===== config.mk =====
export PLATFORM = sky130hd
export DESIGN_NAME = port_pin_override_control
export DESIGN_NICKNAME = d
export VERILOG_FILES = /design/src/pkg/port_pin_pkg.sv /design/src/rtl/port_pin_override_control.sv
export SDC_FILE = /design/constraint.sdc
export NUM_CORES = 1
export LEC_CHECK = 0
export ABC_AREA = 1
export ABC_CLOCK_PERIOD_IN_PS = 4200
export BUFFER_PORTS_ARGS = -buffer_cell sky130_fd_sc_hd__buf_2
export CAP_MARGIN = 40
export CORE_MARGIN = 2
export CORE_UTILIZATION = 50
export CTS_BUF_LIST = sky130_fd_sc_hd__clkbuf_8
export CTS_CLUSTER_SIZE = 10
export DETAILED_ROUTE_END_ITERATION = 6
export PLACE_DENSITY = 0.86
export SYNTH_ARGS = -nofsm -noshare
export SYNTH_HDL_FRONTEND = slang
export SYNTH_SLANG_ARGS = --single-unit
export TNS_END_PERCENT = 100

===== constraint.sdc =====
create_clock -name clk -period 4.2 [get_ports clk]
set_input_delay 0.42 -clock clk [delete_from_list [all_inputs] [get_ports clk]]
set_output_delay 0.42 -clock clk [all_outputs]
set_load 0.02 [all_outputs]

===== src/pkg/port_pin_pkg.sv =====
// constants for the general-purpose port pin control block
// assumes an apb master with 32-bit data and word-aligned registers
`default_nettype none
package port_pin_pkg;
    // ------------------------------------------------------------
    // bus geometry
    // ------------------------------------------------------------
    localparam int          ADDR_W        = 8;
    localparam int          DATA_W        = 32;
    localparam int          PINS_DEFAULT  = 8;
    // ------------------------------------------------------------
    // register byte offsets
    // ------------------------------------------------------------
    localparam logic [7:0]  OFS_DIRECTION = 8'h00;
    localparam logic [7:0]  OFS_DRIVE     = 8'h04;
    localparam logic [7:0]  OFS_SAMPLED   = 8'h08;
    localparam logic [7:0]  OFS_SFIO      = 8'h0c;
    localparam logic [7:0]  OFS_IRQ_STAT  = 8'h10;
    localparam logic [7:0]  OFS_IRQ_MASK  = 8'h14;
    // ------------------------------------------------------------
    // field positions and reset values
    // ------------------------------------------------------------
    localparam int          PULLUP_OFF_BIT   = 2;
    localparam logic        PULLUP_OFF_RESET = 1'b0;
    localparam logic [7:0]  SFIO_RESET    = 8'h00;
    localparam logic [31:0] ZERO_WORD     = 32'h0000_0000;
endpackage : port_pin_pkg
`default_nettype wire


===== src/rtl/port_pin_override_control.sv =====
// one general-purpose port: pad control, overrides, sampling, apb registers
// assumes override signals come from the owning peripherals on clk
// assumes lowPowerInputClamp comes from the sleep controller on clk
//
// Summary of operation
// - deep sleep clamps digital input to ground
// - enabled external interrupt pins escape the clamp
// - clamped high pin sets flag on wake
// - pull-ups held off while reset active
// - pull-up override, else direction/latch/off equals 010
// - drive override, else output select enables driver
// - driven level from value override or latch
// - input gate override beats sleep state gating
// - alternate input tapped before the synchronizer
// - analog tap wired straight to the pad
// - global pull-up off disables every pull-up not under pull-up override
// - override signals come from owning peripherals
// - strobes per port, clamp and off shared
// - output select picks output or pulled input
// - pin input passes two stages before sampling
// - pins tri-stated at once on reset
//
// The implementer's own choices: register access over APB and the placing of the registers.
`default_nettype none
module port_pin_override_control #(
    parameter int PINS = port_pin_pkg::PINS_DEFAULT
) (
    input  wire logic                            clk,
    input  wire logic                            sys_rst,
    input  wire logic                            clkEn,
    // apb slave
    input  wire logic                            psel,
    input  wire logic                            penable,
    input  wire logic                            pwrite,
    input  wire logic [port_pin_pkg::ADDR_W-1:0] paddr,
    input  wire logic [port_pin_pkg::DATA_W-1:0] pwdata,
    output logic                                 pready,
    output logic [port_pin_pkg::DATA_W-1:0]      prdata,
    output logic                                 pslverr,
    output logic                                 irq,
    // shared by all ports
    input  wire logic                            lowPowerInputClamp,
    input  wire logic                            globalPullupOffIn,
    output logic                                 globalPullupOff,
    // per pin overrides from peripherals
    input  wire logic [PINS-1:0]                 pullUpOverrideEnable,
    input  wire logic [PINS-1:0]                 pullUpOverrideValue,
    input  wire logic [PINS-1:0]                 driveOverrideEnable,
    input  wire logic [PINS-1:0]                 driveOverrideValue,
    input  wire logic [PINS-1:0]                 pinValueOverrideEnable,
    input  wire logic [PINS-1:0]                 pinValueOverrideValue,
    input  wire logic [PINS-1:0]                 inputGateOverrideEnable,
    input  wire logic [PINS-1:0]                 inputGateOverrideValue,
    input  wire logic [PINS-1:0]                 extIntEnable,
    output logic [PINS-1:0]                      altFuncInputTap,
    output logic [PINS-1:0]                      analogPadTap,
    // pads
    input  wire logic [PINS-1:0]                 padIn,
    output logic [PINS-1:0]                      padOut,
    output logic [PINS-1:0]                      padOe_n,
    output logic [PINS-1:0]                      pullUpEn
);
    import port_pin_pkg::*;

    // ------------------------------------------------------------
    // state
    // ------------------------------------------------------------
    typedef struct packed {
        logic [PINS-1:0]   direction;
        logic [PINS-1:0]   driveLatch;
        logic              pullupOff;
        logic [PINS-1:0]   syncFirst;
        logic [PINS-1:0]   sampled;
        logic [PINS-1:0]   sampledPrev;
        logic [PINS-1:0]   irqStatus;
        logic [PINS-1:0]   irqMask;
        logic [DATA_W-1:0] rdata;
        logic              slvErr;
    } state_type;

    state_type state_r;
    state_type state_nxt;

    logic [PINS-1:0] pullCalc;
    logic [PINS-1:0] driveEn;
    logic [PINS-1:0] driveLevel;
    logic [PINS-1:0] inputEnable;
    logic [PINS-1:0] schmittOut;
    logic [PINS-1:0] changeSeen;
    logic            setupPhase;
    logic            accessWrite;
    logic            mapped;
    logic            pullupOffAll;

    // ------------------------------------------------------------
    // per pin pad logic
    // ------------------------------------------------------------
    // override inputs are used as given; their sources own them
    assign pullupOffAll = state_r.pullupOff | globalPullupOffIn;

    genvar gi;
    generate
        for (gi = 0; gi < PINS; gi++) begin : g_pin
            always_comb begin
                // without override, pull-up only for input with latch set and not globally off
                if (pullUpOverrideEnable[gi]) begin
                    pullCalc[gi] = pullUpOverrideValue[gi];
                end else begin
                    pullCalc[gi] = ~state_r.direction[gi] & state_r.driveLatch[gi]
                                   & ~pullupOffAll;
                end
                if (driveOverrideEnable[gi]) begin
                    driveEn[gi] = driveOverrideValue[gi];
                end else begin
                    driveEn[gi] = state_r.direction[gi];
                end
                if (pinValueOverrideEnable[gi]) begin
                    driveLevel[gi] = pinValueOverrideValue[gi];
                end else begin
                    driveLevel[gi] = state_r.driveLatch[gi];
                end
                if (inputGateOverrideEnable[gi]) begin
                    inputEnable[gi] = inputGateOverrideValue[gi];
                end else begin
                    // clamp only in deep sleep, never on armed interrupt pins
                    inputEnable[gi] = ~(lowPowerInputClamp & ~extIntEnable[gi]);
                end
            end
        end
    endgenerate

    // gating sits ahead of the schmitt stage, so the tap is unsynchronised
    assign schmittOut      = padIn & inputEnable;
    assign altFuncInputTap = schmittOut;
    assign analogPadTap    = padIn;
    // reset acts without a clock: pure gating, no flop in the path
    assign padOe_n         = ~driveEn | {PINS{sys_rst}};
    assign padOut          = driveLevel & driveEn;
    assign pullUpEn        = pullCalc & ~{PINS{sys_rst}};
    assign globalPullupOff = state_r.pullupOff;

    // ------------------------------------------------------------
    // apb slave: zero wait states, read data latched in setup
    // ------------------------------------------------------------
    assign setupPhase  = psel & ~penable;
    assign accessWrite = psel & penable & pwrite;
    // nothing here can stall, so ready is tied high
    assign pready      = 1'b1;
    assign prdata      = state_r.rdata;
    assign pslverr     = state_r.slvErr;
    assign irq         = |(state_r.irqStatus & state_r.irqMask);

    always_comb begin
        case (paddr)
            OFS_DIRECTION, OFS_DRIVE, OFS_SAMPLED,
            OFS_SFIO, OFS_IRQ_STAT, OFS_IRQ_MASK: mapped = 1'b1;
            default:                              mapped = 1'b0;
        endcase
    end

    // ------------------------------------------------------------
    // next state
    // ------------------------------------------------------------
    always_comb begin
        state_nxt = state_r;
        // two-stage sampling of the gated pin
        state_nxt.syncFirst   = schmittOut;
        state_nxt.sampled     = state_r.syncFirst;
        state_nxt.sampledPrev = state_r.sampled;
        // clamp pulls a high pin low, release makes the edge on wake
        changeSeen = state_r.sampled ^ state_r.sampledPrev;
        if (setupPhase) begin
            state_nxt.slvErr = ~mapped;
            state_nxt.rdata  = ZERO_WORD;
            case (paddr)
                OFS_DIRECTION: state_nxt.rdata[PINS-1:0] = state_r.direction;
                OFS_DRIVE:     state_nxt.rdata[PINS-1:0] = state_r.driveLatch;
                OFS_SAMPLED:   state_nxt.rdata[PINS-1:0] = state_r.sampled;
                OFS_SFIO:      state_nxt.rdata[PULLUP_OFF_BIT] = state_r.pullupOff;
                OFS_IRQ_STAT:  state_nxt.rdata[PINS-1:0] = state_r.irqStatus;
                OFS_IRQ_MASK:  state_nxt.rdata[PINS-1:0] = state_r.irqMask;
                default:       state_nxt.rdata = ZERO_WORD;
            endcase
        end
        state_nxt.irqStatus = state_r.irqStatus;
        // sampled pins are read-only: a write there falls to default
        if (accessWrite) begin
            case (paddr)
                OFS_DIRECTION: state_nxt.direction  = pwdata[PINS-1:0];
                OFS_DRIVE:     state_nxt.driveLatch = pwdata[PINS-1:0];
                OFS_SFIO:      state_nxt.pullupOff  = pwdata[PULLUP_OFF_BIT];
                OFS_IRQ_STAT:  state_nxt.irqStatus  = state_r.irqStatus & ~pwdata[PINS-1:0];
                OFS_IRQ_MASK:  state_nxt.irqMask    = pwdata[PINS-1:0];
                default:       state_nxt.irqStatus  = state_r.irqStatus;
            endcase
        end
        // a change in the clearing cycle still lands
        state_nxt.irqStatus = state_nxt.irqStatus | changeSeen;
    end

    // ------------------------------------------------------------
    // registers
    // ------------------------------------------------------------
    // async so the control bits clear without a running clock
    always_ff @(posedge clk or posedge sys_rst) begin
        if (sys_rst) begin
            state_r           <= '0;
            state_r.pullupOff <= PULLUP_OFF_RESET;
        end else if (clkEn) begin
            state_r <= state_nxt;
        end
    end

    // ------------------------------------------------------------
    // checks
    // ------------------------------------------------------------
    // reset pad checks and the analog tap check also run in reset; the rest are disabled while sys_rst is high
    a_reset_tristate: assert property (@(posedge clk) sys_rst |-> (&padOe_n))
        else $error("pad driven during reset");

    a_reset_pullup: assert property (@(posedge clk) sys_rst |-> (pullUpEn == '0))
        else $error("pull-up on during reset");

    a_pulloff_kills: assert property (@(posedge clk) disable iff (sys_rst)
        pullupOffAll |-> ((pullUpEn & ~pullUpOverrideEnable) == '0))
        else $error("pull-up on while globally disabled");

    a_pull_normal: assert property (@(posedge clk) disable iff (sys_rst)
        ((pullUpEn & ~pullUpOverrideEnable)
        == (~state_r.direction & state_r.driveLatch & {PINS{~pullupOffAll}}
            & ~pullUpOverrideEnable)))
        else $error("pull-up mismatch without override");

    a_pull_override: assert property (@(posedge clk) disable iff (sys_rst)
        ((pullUpEn & pullUpOverrideEnable) == (pullUpOverrideValue & pullUpOverrideEnable)))
        else $error("pull-up override ignored");

    a_output_nopull: assert property (@(posedge clk) disable iff (sys_rst)
        ((pullUpEn & state_r.direction & ~pullUpOverrideEnable) == '0))
        else $error("pull-up on an output pin");

    a_drive_select: assert property (@(posedge clk) disable iff (sys_rst)
        (padOe_n == ~((driveOverrideEnable & driveOverrideValue)
                    | (~driveOverrideEnable & state_r.direction))))
        else $error("driver enable mismatch");

    a_drive_level: assert property (@(posedge clk) disable iff (sys_rst)
        ((padOut & ~pinValueOverrideEnable & ~driveOverrideEnable)
        == (state_r.driveLatch & state_r.direction & ~pinValueOverrideEnable
            & ~driveOverrideEnable)))
        else $error("driven level not from latch");

    a_value_override: assert property (@(posedge clk) disable iff (sys_rst)
        ((padOut & pinValueOverrideEnable & ~padOe_n)
        == (pinValueOverrideValue & pinValueOverrideEnable & ~padOe_n)))
        else $error("value override ignored");

    a_clamp_input: assert property (@(posedge clk) disable iff (sys_rst)
        lowPowerInputClamp
        |-> ((altFuncInputTap & ~extIntEnable & ~inputGateOverrideEnable) == '0))
        else $error("input not clamped in deep sleep");

    a_armed_pass: assert property (@(posedge clk) disable iff (sys_rst)
        ((altFuncInputTap & extIntEnable & ~inputGateOverrideEnable)
        == (padIn & extIntEnable & ~inputGateOverrideEnable)))
        else $error("armed interrupt pin clamped");

    a_gate_override: assert property (@(posedge clk) disable iff (sys_rst)
        ((altFuncInputTap & inputGateOverrideEnable)
        == (padIn & inputGateOverrideEnable & inputGateOverrideValue)))
        else $error("input gate override ignored");

    // a frozen enable or a reset in the last two edges breaks the pipe
    a_sample_delay: assert property (@(posedge clk) disable iff (sys_rst)
        (clkEn && $past(clkEn) && $past(clkEn, 2) && !$past(sys_rst) && !$past(sys_rst, 2))
        |-> (state_r.sampled == $past(schmittOut, 2)))
        else $error("sampled bit not two stages behind pad");

    a_wake_flag: assert property (@(posedge clk) disable iff (sys_rst)
        (clkEn && (state_r.sampled != state_r.sampledPrev))
        |=> ((state_r.irqStatus & $past(changeSeen)) == $past(changeSeen)))
        else $error("pin change left no flag");

    // only a one written to the status word may clear a flag
    a_flag_sticky: assert property (@(posedge clk) disable iff (sys_rst)
        (clkEn && !(accessWrite && paddr == OFS_IRQ_STAT))
        |=> ((state_r.irqStatus & $past(state_r.irqStatus)) == $past(state_r.irqStatus)))
        else $error("flag lost without a clear");

    a_pulloff_write: assert property (@(posedge clk) disable iff (sys_rst)
        (clkEn && accessWrite && paddr == OFS_SFIO)
        |=> (state_r.pullupOff == $past(pwdata[PULLUP_OFF_BIT])))
        else $error("pull-up off bit not written");

    a_err_unmapped: assert property (@(posedge clk) disable iff (sys_rst)
        (clkEn && setupPhase)
        |=> (pslverr == !$past(mapped)))
        else $error("error response wrong for address");

    a_analog_tap: assert property (@(posedge clk) analogPadTap == padIn)
        else $error("analog tap not on pad");

endmodule : port_pin_override_control
`default_nettype wire


# Word level (Yosys, flattened, before mapping)
# Index checks and enable logic that the tools add are counted.
# totals
register_bits,66
latch_bits,0
ram_bits,0
mem_bits_ro,0
input_bits,128
output_inout_bits,76
word_cells,128
mem_count,0
# classes
add_sub_neg,0
mul,0
n_div,0
magnitude_cmp,0
n_eq_ne,5
n_shift,0
muxes,39
n_bitwise,66
reduce_logical,8
# op_table
op,count
8-bit bitwise AND,5
1-bit two-way mux,33
1-bit bitwise AND,27
1-bit NOT,27
5-bit case mux with 5 select lines,1
8-bit NOT,3
8-bit by 4-bit == test with 1-bit output (second input constant),2
8-bit by 5-bit == test with 1-bit output (second input constant),2
16-bit two-way mux,1
8-bit two-way mux,2
8-bit OR,2
3-bit AND reduction,4
2-bit case mux with 5 select lines,1
8-bit by 3-bit == test with 1-bit output (second input constant),1
8-bit zero test,1
8-bit OR reduction,1
8-bit bitwise XOR,1
1-bit case mux with 6 select lines,1
6-bit OR reduction,1
2-bit AND reduction,1
1-bit OR,1

# Longest topological paths before layout
# logic_depth
ltp_word,5
mapped_depth,8
depth_no_buf,7

# Worst setup path before layout
# OpenSTA, ideal clock, no wires.
# synth_path
path_type,in2out
from,input port sys_rst
to,output port padOe_n[0]
t_arrival_ns,2.997
required_time_ns,3.780
path_slack_ns,0.783
stages,3
n_path_buf,1
cell_sequence,clkbuf_1 > clkinv_1 > nand2_1
# synth_via
elab_chain_cells,1
# synth_lines
item,line_no,source
from (decl),port_pin_override_control.sv:29,"input wire logic sys_rst,"
8-bit OR,port_pin_override_control.sv:137,assign padOe_n = ~driveEn | {PINS{sys_rst}};
to (decl),port_pin_override_control.sv:60,"output logic [PINS-1:0] padOe_n,"
# No other way between the ends.

# Final worst setup path
# layout_path
from,register state_r (netlist bit globalPullupOff)
to,output port pullUpEn[3]
# layout_via
elab_chain_cells,5
# layout_lines
item,line_no,source
from (decl),port_pin_override_control.sv:81,state_type state_r;
from (signal assigned),port_pin_override_control.sv:210,state_r <= state_nxt;
1-bit OR,port_pin_override_control.sv:99,assign pullupOffAll = state_r.pullupOff | globalPullupOffIn;
1-bit NOT,port_pin_override_control.sv:110,& ~pullupOffAll;
1-bit bitwise AND,port_pin_override_control.sv:110,
1-bit two-way mux,port_pin_override_control.sv:106,if (pullUpOverrideEnable[gi]) begin
8-bit bitwise AND,port_pin_override_control.sv:139,assign pullUpEn = pullCalc & ~{PINS{sys_rst}};
to (decl),port_pin_override_control.sv:61,output logic [PINS-1:0] pullUpEn
# No other way between the ends.

==> results.cfg <==
[run_status]
status = finished, final reports clean

[power_and_ir_drop]
ir_drop_mv = 0.165
power_mw = 1.47
p_leak_nw = 2.63
power_density_nw_per_um2 = 304

[synth]
ys_types = 22
synth_area_um2 = 4080
synth.avg_cell_area_um2 = 7.14
synth_seq_cells = 66
yosys_warnings = 0
netlist_instances = 572
ys_seq_area_frac = 0.405

[sta]
period_share = 0.508
hold_viol_final = 0
skew_ns = 0.00447
final.setup.worst_slack_ns = 2.07
tightest_slew_ns = 0.717
fmax_mhz = 469
drv_slew = 0
slew_headroom = 0.522
tns_ns = 0
setup_viol_count_final = 0
rsz0062_at_grt = no
min_period_ns = 2.13

[final_layout]
antenna_cells = 0
syn2layout_area_growth_pct = 18.2
drive_gt1_frac = 0.262
fin_area_um2 = 4820
nNetsFinal = 826
fin_cells = 805

[placed_design]
io_buffers = 154
place_hpwl_um = 7390
gp_congestion = 0.889
place_ws_ns = 2.15
place_area_um2 = 4640
dp.cells = 789

[setup_path]
reg2reg_slack_ns = 3.31
critPathMaxFanout = 8
crit_end = pullUpEn[3]
critPathLaunch = globalPullupOff$_DFFE_PP0P_
cp-start-kind = register
critical_path_arrival_ns = 1.71
reg2reg_to = prdata[5]$_DFFE_PP0P_
worstPathRequired_ns = 3.78
critPathKind = reg -> out
worstSetupEndpointType = primary output
r2r-start = state_nxt[54]$_DFFE_PP0P_
r2r_cells = 4

[route]
dr_total_vias = 3930
ant_nets = 0
vias_per_cell = 4.88
first_pass_iters = 4
drc_errors = 0
drt_iter0_drc = 219
wl_per_cell_um = 11.8
finalWirelength_um = 9500

[clock_network]
cts_buffer_depth = 2
path_clk_slew_ns = 0.07
cts_setup_buffers = 0
post_cts_resized = 0
ctsHoldBuffers = 0
clk_latency_ns = 0.34
ctsHtreeMaxLevel = 3
cts_buffers = 9
root_buffer = clkbuf_8
clock_sinks = 66
cts_tree = built

[die]
initial_utilization = 0.523
die_h_um = 94.4
rows = 32
core_um2 = 7810
dieArea_um2 = 8900
ios = 204
die_width_um = 94.4

[grt]
grt_max_degree = 60
grt_pass1_vias = 3622
grt.total_usage = 0.214
grt_pass1_wl_um = 15100
gr-total-overflow = 0
antenna_found_initial = 0

[flow_run]
maxCapViolCount = 0

[worst_hold_path]
hp-class = in -> async
==> metrics by stage <==
stage | hold slack [ns] | utilization
after floorplan | 0.449 | -
after global placement | 0.463 | 0.595
after detailed placement | 0.467 | 0.595
after CTS | 0.109 | 0.618
after global routing | 0.131 | 0.618
final | 0.129 | 0.618
==> state kept, by name (all words and copies together) (netlist names) <==
signal,flops
state_nxt,16
globalPullupOff,1
pslverr,1
state_r,40
prdata,8
==> cells in the final DEF (no fill, tap or decap) <==
cell type,netlist,routed
nand3_1,40,40
a21oi_1,31,31
conb_1,2,25
buf_2,6,154
clkbuf_8,0,12
a31oi_1,8,8
buf_4,50,1
inv_2,2,3
o31ai_1,7,7
inv_1,76,78
nor2_8,2,2
o21ai_0,51,51
nand2_2,4,4
nor2_2,1,1
nand2_1,153,153
nor2_1,33,33
o21ai_1,25,25
a221oi_1,2,2
dfrtp_1,66,66
nand3_4,2,2
clkinv_2,0,2
nor2_4,3,3
==> synthesized netlist by cell type <==
cell type    n  area (um^2)
a221oi_1     2         17.5
nor2_8       2         40.0
a31oi_1      8         50.1
buf_4       50          375
nand2_2      4         25.0
nand2_1    153          574
nor2_1      33          124
conb_1       2         7.51
inv_1       76          285
o21ai_1     25          125
o21ai_0     51          255
inv_2        2         7.51
clkinv_1     1         3.75
clkbuf_1     7         26.3
nor2_4       3         33.8
o31ai_1      7         52.6
a21oi_1     31          155
buf_2        6         30.0
dfrtp_1     66         1650
nand3_1     40          200
nand3_4      2         35.0
nor2_2       1         6.26
==> layer usage <==
metal | wire, um | track usage | vias to the layer above
li1 | - | - | 2007
met1 | 3880 | 0.248 | 1729
met2 | 4700 | 0.393 | 180
met3 | 767 | 0.0399 | 14
met4 | 141 | 0.0797 | 0
met5 | 0 | 0 | -
==> kinds of logic after synthesis <==
group,share of synthesized area
other,0.00184
buffers and inverters,0.178
and+or+nand+nor,0.254
AOI/OAI and AO/OA,0.161
DFF,0.405
==> report_power, final <==
part           switching, mW  total [mW]  internal [mW]
registers             0.0243       0.702          0.677
logic                  0.188       0.284         0.0960
clock network          0.225       0.482          0.256
total                  0.437        1.47           1.03
==> how the worst min path moves through the flow <==
stage / from / endpoint / slack (ns) / cells past startpoint
5_1_grt: sys_rst / state_r[80]$_DFFE_PP0P_ / 0.13 / 2
3_3_place_gp: state_nxt[58]$_DFFE_PP0P_ / state_nxt[50]$_DFFE_PP0P_ / 0.46 / 2
4_1_cts: sys_rst / state_r[88]$_DFFE_PP0P_ / 0.11 / 2
2_1_floorplan: state_nxt[57]$_DFFE_PP0P_ / state_nxt[57]$_DFFE_PP0P_ / 0.45 / 2
3_5_place_dp: sys_rst / state_r[88]$_DFFE_PP0P_ / 0.47 / 2
6_report: sys_rst / state_r[80]$_DFFE_PP0P_ / 0.13 / 2
==> worst max-delay path, cell delays in order (launching register included) <==
cell and delay, ns:
dfrtp_1 0.43, nor2_1 0.46, nand3_1 0.15, a21oi_1 0.16
buf_2 0.18
==> area by class of cell <==
class / instances / area (um^2)
Clock inverter: 4 / 17.5
Clock buffer: 12 / 165
Sequential cell: 66 / 1650
Timing Repair Buffer: 155 / 778
Fill cell: 707 / 2980
Tap cell: 102 / 128
Multi-Input combinational cell: 387 / 1790
Inverter: 79 / 297
Note: power is estimated with default switching activity, not from simulation.
